`src/include/afe_regs.svh`:
```
`ifndef AFE_REGS_SVH
`define AFE_REGS_SVH

// ************************************************************
// Register map, byte offsets within the slave window.
// ************************************************************
`define AFE_OFF_DEST_HI      8'h00
`define AFE_OFF_DEST_LO      8'h04
`define AFE_OFF_API_OPT      8'h08
`define AFE_OFF_IRQ_STAT     8'h0c
`define AFE_OFF_IRQ_CLR      8'h10
`define AFE_OFF_IRQ_EN       8'h14
`define AFE_OFF_STATUS       8'h18
`define AFE_ADDR_LSB_W       8

// ************************************************************
// Reset values.
// ************************************************************
`define AFE_DEST_RST         32'h0000_0000
`define AFE_API_OPT_RST      8'h00

// ************************************************************
// Interrupt bit positions.
// ************************************************************
`define AFE_IRQ_W            3
`define AFE_IRQ_UPD          0
`define AFE_IRQ_RX           1
`define AFE_IRQ_DROP         2

// ************************************************************
// Frame constants.
// ************************************************************
`define AFE_START_DELIM      8'h7e
`define AFE_TYPE_ADDR_UPD    8'h8e
`define AFE_TYPE_RX64        8'h80
`define AFE_RESERVED_BYTE    8'h00
`define AFE_SHORT_ADDR_64BIT 16'hfffe
`define AFE_AO_LEGACY        8'h02
`define AFE_UPD_LEN          16'h0012
`define AFE_RX_HDR_LEN       16'h000b
`define AFE_UPD_HDR_BYTES    5'h12
`define AFE_RX_HDR_BYTES     5'h0b
`define AFE_RX_PAD           56'h0
`define AFE_RX_OPT_MASK      8'h06
`define AFE_CSUM_BASE        8'hff
`define AFE_MAX_PAYLOAD      65524

`endif

```
`src/include/afe_pkg.sv`:
```
package afe_pkg;

   // ************************************************************
   // Emitter sequencing states.
   // ************************************************************
   typedef enum logic [2:0] {
      AFE_IDLE,
      AFE_LEN_HI,
      AFE_LEN_LO,
      AFE_HEAD,
      AFE_PAYLOAD,
      AFE_CSUM,
      AFE_DROP
   } afe_state_t;

   // ************************************************************
   // Complete state of the emitter.
   // ************************************************************
   typedef struct packed {
      afe_state_t   state;
      logic [31:0]  dest_addr_high;
      logic [31:0]  dest_addr_low;
      logic [7:0]   api_output_option;
      logic [2:0]   irq_stat;
      logic [2:0]   irq_en;
      logic [143:0] hdr;
      logic [4:0]   hdr_cnt;
      logic [15:0]  pay_cnt;
      logic [15:0]  frame_len;
      logic [7:0]   sum;
      logic [7:0]   out_byte;
      logic         out_valid;
      logic         bus_act;
      logic         bus_wr;
      logic [7:0]   bus_addr;
   } afe_regs_t;

endpackage : afe_pkg

```
`src/verilog/afe_frame_emitter.sv`:
```
// Overview of operation
// Sixteen-bit length follows delimiter, counts body bytes.
// Last byte is 0xFF minus body sum.
// Matching aggregator update rewrites destination, emits 0x8E.
// Update frame offset four always zero.
// New address at five, old at thirteen.
// Emit 0x80 only for option 2, short 0xFFFE.
// Sender 64-bit address from offset four.
// Offset twelve carries negated dBm magnitude.
// Options byte: bit0 reserved, 0x02, 0x04 flags.
// Payload bytes from offset fourteen until checksum.
// Host prefers newer receive frame unless legacy.
// Bytes ascend by offset, multi-byte fields MSB first.
// Host drops frames with bad checksum.

`timescale 1ns/1ps
`default_nettype none

`include "afe_regs.svh"

module afe_frame_emitter #(
   parameter int MAX_PAYLOAD = `AFE_MAX_PAYLOAD
) (
   input  wire logic         hclk,
   input  wire logic         hresetn,
   input  wire logic         hsel,
   input  wire logic [31:0]  haddr,
   input  wire logic [1:0]   htrans,
   input  wire logic         hwrite,
   input  wire logic [2:0]   hsize,
   input  wire logic [31:0]  hwdata,
   input  wire logic         hready,
   output logic              hreadyout,
   output logic              hresp,
   output logic [31:0]       hrdata,
   input  wire logic         agg_valid,
   output logic              agg_ready,
   input  wire logic [63:0]  agg_old_addr,
   input  wire logic [63:0]  agg_new_addr,
   input  wire logic         rx_valid,
   output logic              rx_ready,
   input  wire logic [63:0]  rx_src_addr,
   input  wire logic [15:0]  rx_src_short,
   input  wire logic [7:0]   rx_rssi,
   input  wire logic [7:0]   rx_options,
   input  wire logic [15:0]  rx_len,
   input  wire logic         rx_data_valid,
   output logic              rx_data_ready,
   input  wire logic [7:0]   rx_data,
   output logic              tx_valid,
   input  wire logic         tx_ready,
   output logic [7:0]        tx_data,
   output logic              irq
);

   // ************************************************************
   // Parameter check.
   // ************************************************************
   // The length field must still hold the fixed header plus payload.
   if (MAX_PAYLOAD < 1 || MAX_PAYLOAD > `AFE_MAX_PAYLOAD) begin : g_bad_max
      $error("MAX_PAYLOAD out of range");
   end

   // ************************************************************
   // State.
   // ************************************************************
   afe_pkg::afe_regs_t st;
   afe_pkg::afe_regs_t next_st;
   logic               slot_free;
   logic               dest_match;
   logic               rx_emit;
   logic [31:0]        status_word;

   // The output byte slot may be refilled in the cycle it is taken.
   assign slot_free   = !st.out_valid || tx_ready;
   assign dest_match  = ({st.dest_addr_high, st.dest_addr_low} == agg_old_addr);
   assign rx_emit     = (st.api_output_option == `AFE_AO_LEGACY)
                        && (rx_src_short == `AFE_SHORT_ADDR_64BIT)
                        && (rx_len <= 16'(MAX_PAYLOAD));
   assign status_word = {st.pay_cnt, 15'h0000, st.state != afe_pkg::AFE_IDLE};

   // ************************************************************
   // Handshakes and outputs.
   // ************************************************************
   assign hreadyout     = 1'b1;
   assign hresp         = 1'b0;
   assign agg_ready     = (st.state == afe_pkg::AFE_IDLE) && slot_free;
   assign rx_ready      = (st.state == afe_pkg::AFE_IDLE) && slot_free && !agg_valid;
   assign rx_data_ready = ((st.state == afe_pkg::AFE_PAYLOAD) && slot_free)
                          || (st.state == afe_pkg::AFE_DROP);
   assign tx_valid      = st.out_valid;
   assign tx_data       = st.out_byte;
   assign irq           = |(st.irq_stat & st.irq_en);

   // ************************************************************
   // Read data, a mux of registered state in the data phase.
   // ************************************************************
   always_comb begin
      hrdata = 32'h0000_0000;
      if (st.bus_act && !st.bus_wr) begin
         unique case (st.bus_addr)
            `AFE_OFF_DEST_HI:  hrdata = st.dest_addr_high;
            `AFE_OFF_DEST_LO:  hrdata = st.dest_addr_low;
            `AFE_OFF_API_OPT:  hrdata = {24'h00_0000, st.api_output_option};
            `AFE_OFF_IRQ_STAT: hrdata = {29'h0000_0000, st.irq_stat};
            `AFE_OFF_IRQ_EN:   hrdata = {29'h0000_0000, st.irq_en};
            `AFE_OFF_STATUS:   hrdata = status_word;
            default:           hrdata = 32'h0000_0000;
         endcase
      end
   end

   // ************************************************************
   // Next state.
   // ************************************************************
   always_comb begin
      next_st = st;
      if (st.out_valid && tx_ready) begin
         next_st.out_valid = 1'b0;
      end

      // Address phase capture.
      next_st.bus_act  = hsel && hready && htrans[1];
      next_st.bus_wr   = hwrite;
      next_st.bus_addr = haddr[`AFE_ADDR_LSB_W-1:0];

      // Data phase writes; hardware updates below take precedence.
      if (st.bus_act && st.bus_wr) begin
         unique case (st.bus_addr)
            `AFE_OFF_DEST_HI:  next_st.dest_addr_high    = hwdata;
            `AFE_OFF_DEST_LO:  next_st.dest_addr_low     = hwdata;
            `AFE_OFF_API_OPT:  next_st.api_output_option = hwdata[7:0];
            `AFE_OFF_IRQ_CLR:  next_st.irq_stat = st.irq_stat & ~hwdata[`AFE_IRQ_W-1:0];
            `AFE_OFF_IRQ_EN:   next_st.irq_en   = hwdata[`AFE_IRQ_W-1:0];
            default: begin
            end
         endcase
      end

      unique case (st.state)
         afe_pkg::AFE_IDLE: begin
            if (slot_free && agg_valid) begin
               if (dest_match) begin
                  next_st.dest_addr_high = agg_new_addr[63:32];
                  next_st.dest_addr_low  = agg_new_addr[31:0];
                  next_st.hdr = {`AFE_TYPE_ADDR_UPD, `AFE_RESERVED_BYTE,
                                 agg_new_addr, agg_old_addr};
                  next_st.hdr_cnt   = `AFE_UPD_HDR_BYTES;
                  next_st.pay_cnt   = 16'h0000;
                  next_st.frame_len = `AFE_UPD_LEN;
                  next_st.out_byte  = `AFE_START_DELIM;
                  next_st.out_valid = 1'b1;
                  next_st.state     = afe_pkg::AFE_LEN_HI;
                  next_st.irq_stat[`AFE_IRQ_UPD] = 1'b1;
               end
            end else if (slot_free && rx_valid) begin
               next_st.pay_cnt = rx_len;
               if (rx_emit) begin
                  next_st.hdr = {`AFE_TYPE_RX64, rx_src_addr, rx_rssi,
                                 rx_options & `AFE_RX_OPT_MASK, `AFE_RX_PAD};
                  next_st.hdr_cnt   = `AFE_RX_HDR_BYTES;
                  next_st.frame_len = `AFE_RX_HDR_LEN + rx_len;
                  next_st.out_byte  = `AFE_START_DELIM;
                  next_st.out_valid = 1'b1;
                  next_st.state     = afe_pkg::AFE_LEN_HI;
                  next_st.irq_stat[`AFE_IRQ_RX] = 1'b1;
               end else begin
                  // Refused packets still drain their payload so the source never hangs.
                  next_st.irq_stat[`AFE_IRQ_DROP] = 1'b1;
                  if (rx_len != 16'h0000) begin
                     next_st.state = afe_pkg::AFE_DROP;
                  end
               end
            end
         end
         afe_pkg::AFE_LEN_HI: begin
            if (slot_free) begin
               next_st.out_byte  = st.frame_len[15:8];
               next_st.out_valid = 1'b1;
               next_st.state     = afe_pkg::AFE_LEN_LO;
            end
         end
         afe_pkg::AFE_LEN_LO: begin
            if (slot_free) begin
               next_st.out_byte  = st.frame_len[7:0];
               next_st.out_valid = 1'b1;
               next_st.sum       = 8'h00;
               next_st.state     = afe_pkg::AFE_HEAD;
            end
         end
         afe_pkg::AFE_HEAD: begin
            if (slot_free) begin
               next_st.out_byte  = st.hdr[143:136];
               next_st.out_valid = 1'b1;
               next_st.sum       = st.sum + st.hdr[143:136];
               next_st.hdr       = {st.hdr[135:0], 8'h00};
               next_st.hdr_cnt   = st.hdr_cnt - 5'h01;
               if (st.hdr_cnt == 5'h01) begin
                  next_st.state = (st.pay_cnt != 16'h0000) ? afe_pkg::AFE_PAYLOAD
                                                           : afe_pkg::AFE_CSUM;
               end
            end
         end
         afe_pkg::AFE_PAYLOAD: begin
            if (slot_free && rx_data_valid) begin
               next_st.out_byte  = rx_data;
               next_st.out_valid = 1'b1;
               next_st.sum       = st.sum + rx_data;
               next_st.pay_cnt   = st.pay_cnt - 16'h0001;
               if (st.pay_cnt == 16'h0001) begin
                  next_st.state = afe_pkg::AFE_CSUM;
               end
            end
         end
         afe_pkg::AFE_CSUM: begin
            if (slot_free) begin
               next_st.out_byte  = `AFE_CSUM_BASE - st.sum;
               next_st.out_valid = 1'b1;
               next_st.state     = afe_pkg::AFE_IDLE;
            end
         end
         afe_pkg::AFE_DROP: begin
            if (rx_data_valid) begin
               next_st.pay_cnt = st.pay_cnt - 16'h0001;
               if (st.pay_cnt == 16'h0001) begin
                  next_st.state = afe_pkg::AFE_IDLE;
               end
            end
         end
         default: begin
            next_st.state = afe_pkg::AFE_IDLE;
         end
      endcase
   end

   // ************************************************************
   // Registers.
   // ************************************************************
   always_ff @(posedge hclk or negedge hresetn) begin
      if (!hresetn) begin
         st <= '0;
      end else begin
         st <= next_st;
      end
   end

endmodule : afe_frame_emitter

`default_nettype wire

```
`config.mk`:
```
export PLATFORM = sky130hd
export DESIGN_NAME = afe_frame_emitter
export DESIGN_NICKNAME = d
export VERILOG_FILES = /design/src/include/afe_pkg.sv /design/src/verilog/afe_frame_emitter.sv
export VERILOG_INCLUDE_DIRS = /design/src /design/src/include
export SDC_FILE = /design/constraint.sdc
export NUM_CORES = 1
export LEC_CHECK = 0
export BUFFER_PORTS_ARGS = -buffer_cell sky130_fd_sc_hd__buf_2
export CAP_MARGIN = 20
export CORE_MARGIN = 5
export CORE_UTILIZATION = 55
export DETAILED_ROUTE_END_ITERATION = 10
export PLACE_DENSITY = 0.81
export SYNTH_ARGS = -nofsm -noshare
export SYNTH_HDL_FRONTEND = slang
export SYNTH_SLANG_ARGS = --single-unit
```
`constraint.sdc`:
```
create_clock -name hclk -period 3 [get_ports hclk]
set_input_delay 0.15 -clock hclk [delete_from_list [all_inputs] [get_ports hclk]]
set_output_delay 0.15 -clock hclk [all_outputs]
set_load 0.05 [all_outputs]
```
==> results.sh, run 1 <==
export IMPL_vias=17100
export IMPL_setup_worst_path_start_class="flip-flop"
export IMPL_synthDominantCellAreaShare_pct=44.4
export IMPL_critPathKind="reg2out"
export IMPL_post_synth_num_cell_types=67
export IMPL_num_io_pins=373
export IMPL_syn_area_sq_um=16300
export IMPL_share_of_synthesized_flip_flops_with_an_asynchronous_set_or_reset_pct=100
export IMPL_cts_tree="done"
export IMPL_insertion_delay_ps=510
export IMPL_grt_pass1_wl_um=96100
export IMPL_gpl_final_weighted_congestion=0.987
export IMPL_grt_antenna_before_repair=2
export IMPL_yosys_area_top_type="dfrtp_1"
export IMPL_synth_yosys_warnings=0
export IMPL_worst_path_max_fanout=13
export IMPL_dieHeight_um=182
export IMPL_drcViolationCount=0
export IMPL_grt_overflow_total=0
export IMPL_p_total_uw=15300
export IMPL_cts_reportedPaths_clkPinSlew_ps=60
export IMPL_min_period_ps=2980
export IMPL_rsz0062_at_grt="yes"
export IMPL_ir_worst_vdd_mv=0.611
export IMPL_postSynth_topFlopCell="dfrtp_1"
export IMPL_grt_usage_pct=36.9
export IMPL_post_drt_via_cell_ratio=6.31
export IMPL_number_of_max_slew_violations_in_the_final_report=0
export IMPL_synth_cells_most_frequent="nand2_1, dfrtp_1, a21oi_1"
export IMPL_clock_sinks=289
export IMPL_leakagePower_uw=0.00968
export IMPL_synth_edff_count=0
export IMPL_timing_final_crit_share_pct=99.4
export IMPL_tightestPinTransition_ps=996
export IMPL_arrival_ps=2830
export IMPL_mappedNetlistNets=2243
export IMPL_synthMostInstantiatedCell="nand2_1"
export IMPL_max_slew_margin_pct=33.1
export IMPL_layout_overhead_on_the_synthesized_area_pct=28.5
export IMPL_final_setup_skew_ps=19.2
export IMPL_dieWidth_um=182
export IMPL_count_of_endpoints_failing_setup_in_the_final_report=0
export IMPL_min_delay_path_class="in2reg"
export IMPL_grt_pass1_vias=16600
export IMPL_util_after_layout_pct=71.2
export IMPL_htree_num_levels=2
export IMPL_io_buffer_count=336
export IMPL_synth_top_cells_by_area="dfrtp_1, a21oi_1, nand2_1"
export IMPL_routedWlPerCell_um=23.6
export IMPL_drt_total_wl_um=64100
export IMPL_critical_path_endpoint_type="output pin"
export IMPL_design_final_nets=2645
export IMPL_number_of_standard_cells_after_synthesis=1894
export IMPL_cts_bufs_inserted=34
export IMPL_run_status="complete, no violations"
export IMPL_placement_rows=63
export IMPL_detailedPlacementHpwl_um=45600
export IMPL_postSynthAreaPerCell_sq_um=8.60
export IMPL_core_area_sq_um=29400
export IMPL_fp_dieArea_sq_um=33100
export IMPL_detail_route_iter0_violations=2544
export IMPL_cts_buffer_depth=3
export IMPL_hold_violations=0
export IMPL_max_cap_violations=0
export IMPL_post_route_cells_drive_above_1_share_pct=21.5
export IMPL_power_density_nw_per_um2=731
export IMPL_timing_setup_tns_ps=0
export IMPL_yosys_register_bits=289
export IMPL_drtAntennaViolNets=0
export IMPL_synth_seq_area_share_pct=44.4
export IMPL_start_util_pct=55.4
export IMPL_cts_root_buffer_cell="clkbuf_16"
export IMPL_final_fill_count=2216
export IMPL_max_freq_mhz=335
export IMPL_detailedRoute_firstPassIterationCount=9
export IMPL_crit_required_ps=2850
export IMPL_grt_start_max_net_pins=153
per-stage QoR:
| stage | instance area (sq um) | hold WS, ps | instances | setup slack (ps) |
|---|---|---|---|---|
| finish | 20900 | 5.45 | 2711 | 19.3 |
| global route | 20900 | 11.3 | 2711 | -45.3 |
| CTS | 20800 | 0.828 | 2707 | -11.2 |
| detailed placement | 18500 | 223 | 2532 | 86.2 |
| global placement | 18500 | 227 | 2532 | 175 |
| floorplan | 16300 | -146 | 1894 | 67.5 |
critical path, cell delays in order, from the launching register on:
cell and delay (ps):
dfrtp_2 480, nor2b_1 230, and3_2 330, o31ai_4 780, nor2_1 230, buf_4 260
what timing repair did:
action	CTS	global route
setup endpoints to repair	25	166
hold endpoints to repair	183	0
resized for setup	33	20
pin swaps	3	4
cloned	1	1
hold buffers	114	0
buffers inserted	0	2
final timing paths:
check	startpoint	endpoint	slack [ps]	depth (start not counted)
max	st[2]$_DFF_PN0_	hrdata[20]	20	5
min	rx_src_addr[60]	st[196]$_DFFE_PN0P_	5	3
max reg2reg	st[241]$_DFF_PN0_	tx_data[7]$_DFFE_PN0P_	110	8
min reg2reg	st[165]$_DFFE_PN0P_	st[165]$_DFFE_PN0P_	480	2
max in group asynchronous	hresetn	tx_data[4]$_DFFE_PN0P_	1860	3
min in group asynchronous	hresetn	st[93]$_DFFE_PN0P_	250	2
metal layers:
| layer | track usage [%] | share of wire (%) | vias up | wire length, um |
|---|---|---|---|---|
| li1 | - | - | 7503 | - |
| met1 | 49.3 | 37 | 8049 | 24000 |
| met2 | 57.6 | 45 | 1322 | 28600 |
| met3 | 9.55 | 13 | 239 | 8040 |
| met4 | 15.4 | 5.3 | 2 | 3420 |
| met5 | 0 | 0.020 | - | 13 |
cell families after synthesis:
group                    after synthesis  share of synthesized area [%]
multiplexers                          94                           5.86
buffers and inverters                175                           4.68
adder cells (fa/ha/maj)               23                           1.86
XOR/XNOR                              89                           4.79
other                                  2                         0.0461
flip-flops                           289                           44.4
AO/OA/AOI/OAI                        623                           22.4
AND/OR/NAND/NOR                      599                           15.9
area by class of cell:
class	count	area, sq um	area share [%]
Antenna cell	1	2.50	0.0120
Multi-Input combinational cell	1431	8420	40.3
Inverter	25	93.8	0.448
Clock inverter	8	68.8	0.329
Timing Repair Buffer	515	3620	17.3
Clock buffer	52	1000	4.78
Tap cell	390	488	2.33
Sequential cell	289	7230	34.6
report_power, final:
| part | internal [uW] | switching (uW) |
|---|---|---|
| clock network | 2380 | 1640 |
| logic | 2020 | 3530 |
| registers | 4870 | 866 |
state kept, by name, summed over array words and instances (netlist names):
register,flops
tx_data,8
tx_valid,1
st,280
placed cells by master (no fill, tap or decap), types with 4 or more instances in the layout:
master,n
buf_4,55
o22a_1,4
buf_12,15
and3_1,6
nand2b_1,6
mux2i_1,83
nor2_1,145
nor3_1,15
nand4_1,10
nor2b_1,10
a222oi_1,6
a211o_1,6
dfrtp_1,288
clkbuf_1,11
clkbuf_8,6
a21oi_1,241
clkinv_2,6
mux2_2,11
clkbuf_16,36
inv_1,25
o22ai_1,6
a22oi_1,91
o21ai_0,185
a22o_1,11
a32o_1,9
xnor2_1,14
a31oi_1,14
a21oi_2,12
nor4_1,30
buf_2,318
dlygate4sd3_1,114
buf_6,9
nand3_1,25
ha_1,21
nand2_1,319
o211ai_1,4
xor2_1,75
(Power assumes the default switching activity.)
==> run 2: changes to the inputs <==
- HOLD_SLACK_MARGIN: not set -> 0.08
==> run 2 against run 1 <==
Against the previous run: the run now ends with negative setup slack left; clock skew barely moved; routed wire length grew 9.8%; core utilization increased by 4.2 points; largest cell class unchanged; highest routed layer is now met4.
==> results.sh, run 2 (synthesis gave the netlist of run 1 again) <==
export IMPL_layout_overhead_on_the_synthesized_area_pct=36.0
export IMPL_min_delay_path_class="in2reg"
export IMPL_leakagePower_uw=0.0102
export IMPL_grt_pass1_wl_um=103000
export IMPL_final_setup_worst_slack_ps=-90.9
export IMPL_routedWlPerCell_um=24.8
export IMPL_dieWidth_um=182
export IMPL_detailedPlacementHpwl_um=45600
export IMPL_insertion_delay_ps=510
export IMPL_drt_total_wl_um=70300
export IMPL_critPathTopFamily="simple AND/OR/NAND/NOR gates"
export IMPL_post_drt_via_cell_ratio=6.47
export IMPL_timing_final_crit_share_pct=103
export IMPL_cts_bufs_inserted=34
export IMPL_num_io_pins=373
export IMPL_core_area_sq_um=29400
export IMPL_r2r_start="st[241]$_DFF_PN0_"
export IMPL_p_sw_share_pct=40.2
export IMPL_max_freq_mhz=324
export IMPL_vias=18300
export IMPL_min_period_ps=3090
export IMPL_gpl_final_weighted_congestion=0.987
export IMPL_setup_worst_path_start_class="flip-flop"
export IMPL_final_fill_count=2018
export IMPL_combinational_share_of_power_pct=37.9
export IMPL_cts_tree="done"
export IMPL_design_final_nets=2762
export IMPL_p_sw_uw=6370
export IMPL_p_total_uw=15800
export IMPL_grt_overflow_total=0
export IMPL_power_density_nw_per_um2=715
export IMPL_htree_num_levels=2
export IMPL_crit_required_ps=2850
export IMPL_run_status="finished with violations"
export IMPL_hold_violations=0
export IMPL_hold_ws_ps=98.3
export IMPL_critical_path_startpoint="st[0]$_DFF_PN0_"
export IMPL_max_flop_register="st"
export IMPL_worst_case_register_to_register_setup_slack_ps=-20
export IMPL_start_util_pct=55.4
export IMPL_fp_dieArea_sq_um=33100
export IMPL_detail_route_iter0_violations=2808
export IMPL_dieHeight_um=182
export IMPL_grt_usage_pct=39.8
export IMPL_io_buffer_count=336
export IMPL_critical_path_endpoint_type="output pin"
export IMPL_number_of_max_slew_violations_in_the_final_report=0
export IMPL_cts_buffer_depth=3
export IMPL_grt_antenna_before_repair=6
export IMPL_r2r_worst_path_cells=11
export IMPL_rr_endpoint="st[76]$_DFFE_PN0P_"
export IMPL_critical_path_slowest_cell="or4_4"
export IMPL_place_ws_ps=86.2
export IMPL_util_after_layout_pct=75.3
export IMPL_worst_path_max_fanout=13
export IMPL_power_internal_uw=9460
export IMPL_rsz0062_at_grt="yes"
export IMPL_tightestPinTransition_ps=969
export IMPL_most_frequent_cells_in_the_layout="nand2_1, buf_2, dfrtp_1"
export IMPL_placement_rows=63
export IMPL_drcViolationCount=0
export IMPL_seq_power_share_pct=36.6
export IMPL_drtAntennaViolNets=0
export IMPL_failing_checks="negative setup slack"
export IMPL_largest_register_ffs=280
export IMPL_slowest_stage_delay_on_critical_path_ps=580
export IMPL_cts_reportedPaths_clkPinSlew_ps=60
export IMPL_critPathKind="reg2out"
export IMPL_critPathBufInv=2
export IMPL_count_of_endpoints_failing_setup_in_the_final_report=3
export IMPL_arrival_ps=2940
export IMPL_ir_worst_vdd_mv=0.472
export IMPL_hold_path_depth=5
export IMPL_max_cap_violations=0
export IMPL_detailedRoute_firstPassIterationCount=9
export IMPL_grt_pass1_vias=17800
export IMPL_clock_sinks=289
export IMPL_whs_endpoint="st[121]$_DFFE_PN0P_"
export IMPL_leading_cell_type_in_the_layout_fill_and_taps_excluded="nand2_1"
export IMPL_p_clk_share_pct=25.6
export IMPL_hp_start="rx_options[1]"
export IMPL_grt_start_max_net_pins=153
export IMPL_cts_root_buffer_cell="clkbuf_16"
export IMPL_final_setup_skew_ps=19.4
export IMPL_post_route_cells_drive_above_1_share_pct=20.9
export IMPL_max_slew_margin_pct=35.4
export IMPL_crit_path_frequent_cell="nor2_1"
export IMPL_crit_path_cell_trace="or4_4 > nor2_2 > nand2_1 > nor2_1 > buf_6 > o31ai_4 > nor2_1 > clkbuf_4"
## run 2: changes by cell type in the layout (fill, tap and decap cells not counted), sizes merged
cell	delta
dlygate4sd3	+112
diode	+5
buf	-1
clkbuf	+5
and2	+1
## run 2: layout make-up
| class | instances | area (sq um) | area share, % |
|---|---|---|---|
| Multi-Input combinational cell | 1432 | 8450 | 38.2 |
| Clock inverter | 8 | 68.8 | 0.311 |
| Tap cell | 390 | 488 | 2.20 |
| Sequential cell | 289 | 7230 | 32.7 |
| Inverter | 25 | 93.8 | 0.424 |
| Clock buffer | 52 | 1000 | 4.51 |
| Timing Repair Buffer | 631 | 4800 | 21.7 |
| Antenna cell | 6 | 15.0 | 0.0678 |
## run 2: stage by stage
step	setup TNS, ps	std cells	instance area (sq um)
after floorplan	0	1894	16300
after global placement	0	2532	18500
after detailed placement	0	2532	18500
after CTS	-11.9	2819	22000
after global routing	-648	2833	22100
final	-153	2833	22100
## run 2: worst max path at each step
| stage | slack, ps | depth (start not counted) | to |
|---|---|---|---|
| after floorplan | 70 | 6 | st[30]$_DFFE_PN0P_ |
| after global placement | 180 | 9 | tx_data[0]$_DFFE_PN0P_ |
| after detailed placement | 90 | 9 | tx_data[0]$_DFFE_PN0P_ |
| after CTS | -10 | 5 | hrdata[20] |
| after global routing | -160 | 8 | hrdata[12] |
| final | -90 | 8 | hrdata[12] |
## run 2: power groups by stage
stage	Combinational (uW)	Sequential, uW	Clock [uW]
finish	6000	5790	4050
global route	6520	5830	4210
CTS	5430	5660	4030
detailed placement	5140	5710	0
global placement	4970	5680	0
floorplan	3820	5380	0
## run 2: worst register-to-register path, cell delays in order (launching register included)
cell and delay, ps:
dfrtp_1 470, xor2_1 200, nor4_2 420, nand4_1 210, nor4_4 320, buf_12 210
o211ai_1 110, buf_4 190, buf_4 170, buf_6 270, nand2_1 180, o21ai_0 130
## run 2: what timing repair did
item,CTS,global route
hold buffers,226,0
buffers inserted,0,4
hold endpoints to repair,293,0
pin swaps,3,6
gates resized for setup,33,33
gates cloned,1,4
setup endpoints to repair,25,168
## run 2: layer usage
metal  wire, um  part of all wire, %  vias up  GRT usage [%]
met5          0                    0        -              0
met1      24600                   35     8521           50.8
met4       5250                  7.5        0           22.2
li1           -                    -     7750              -
met3       9720                   14      409           11.5
met2      30800                   44     1659           61.1
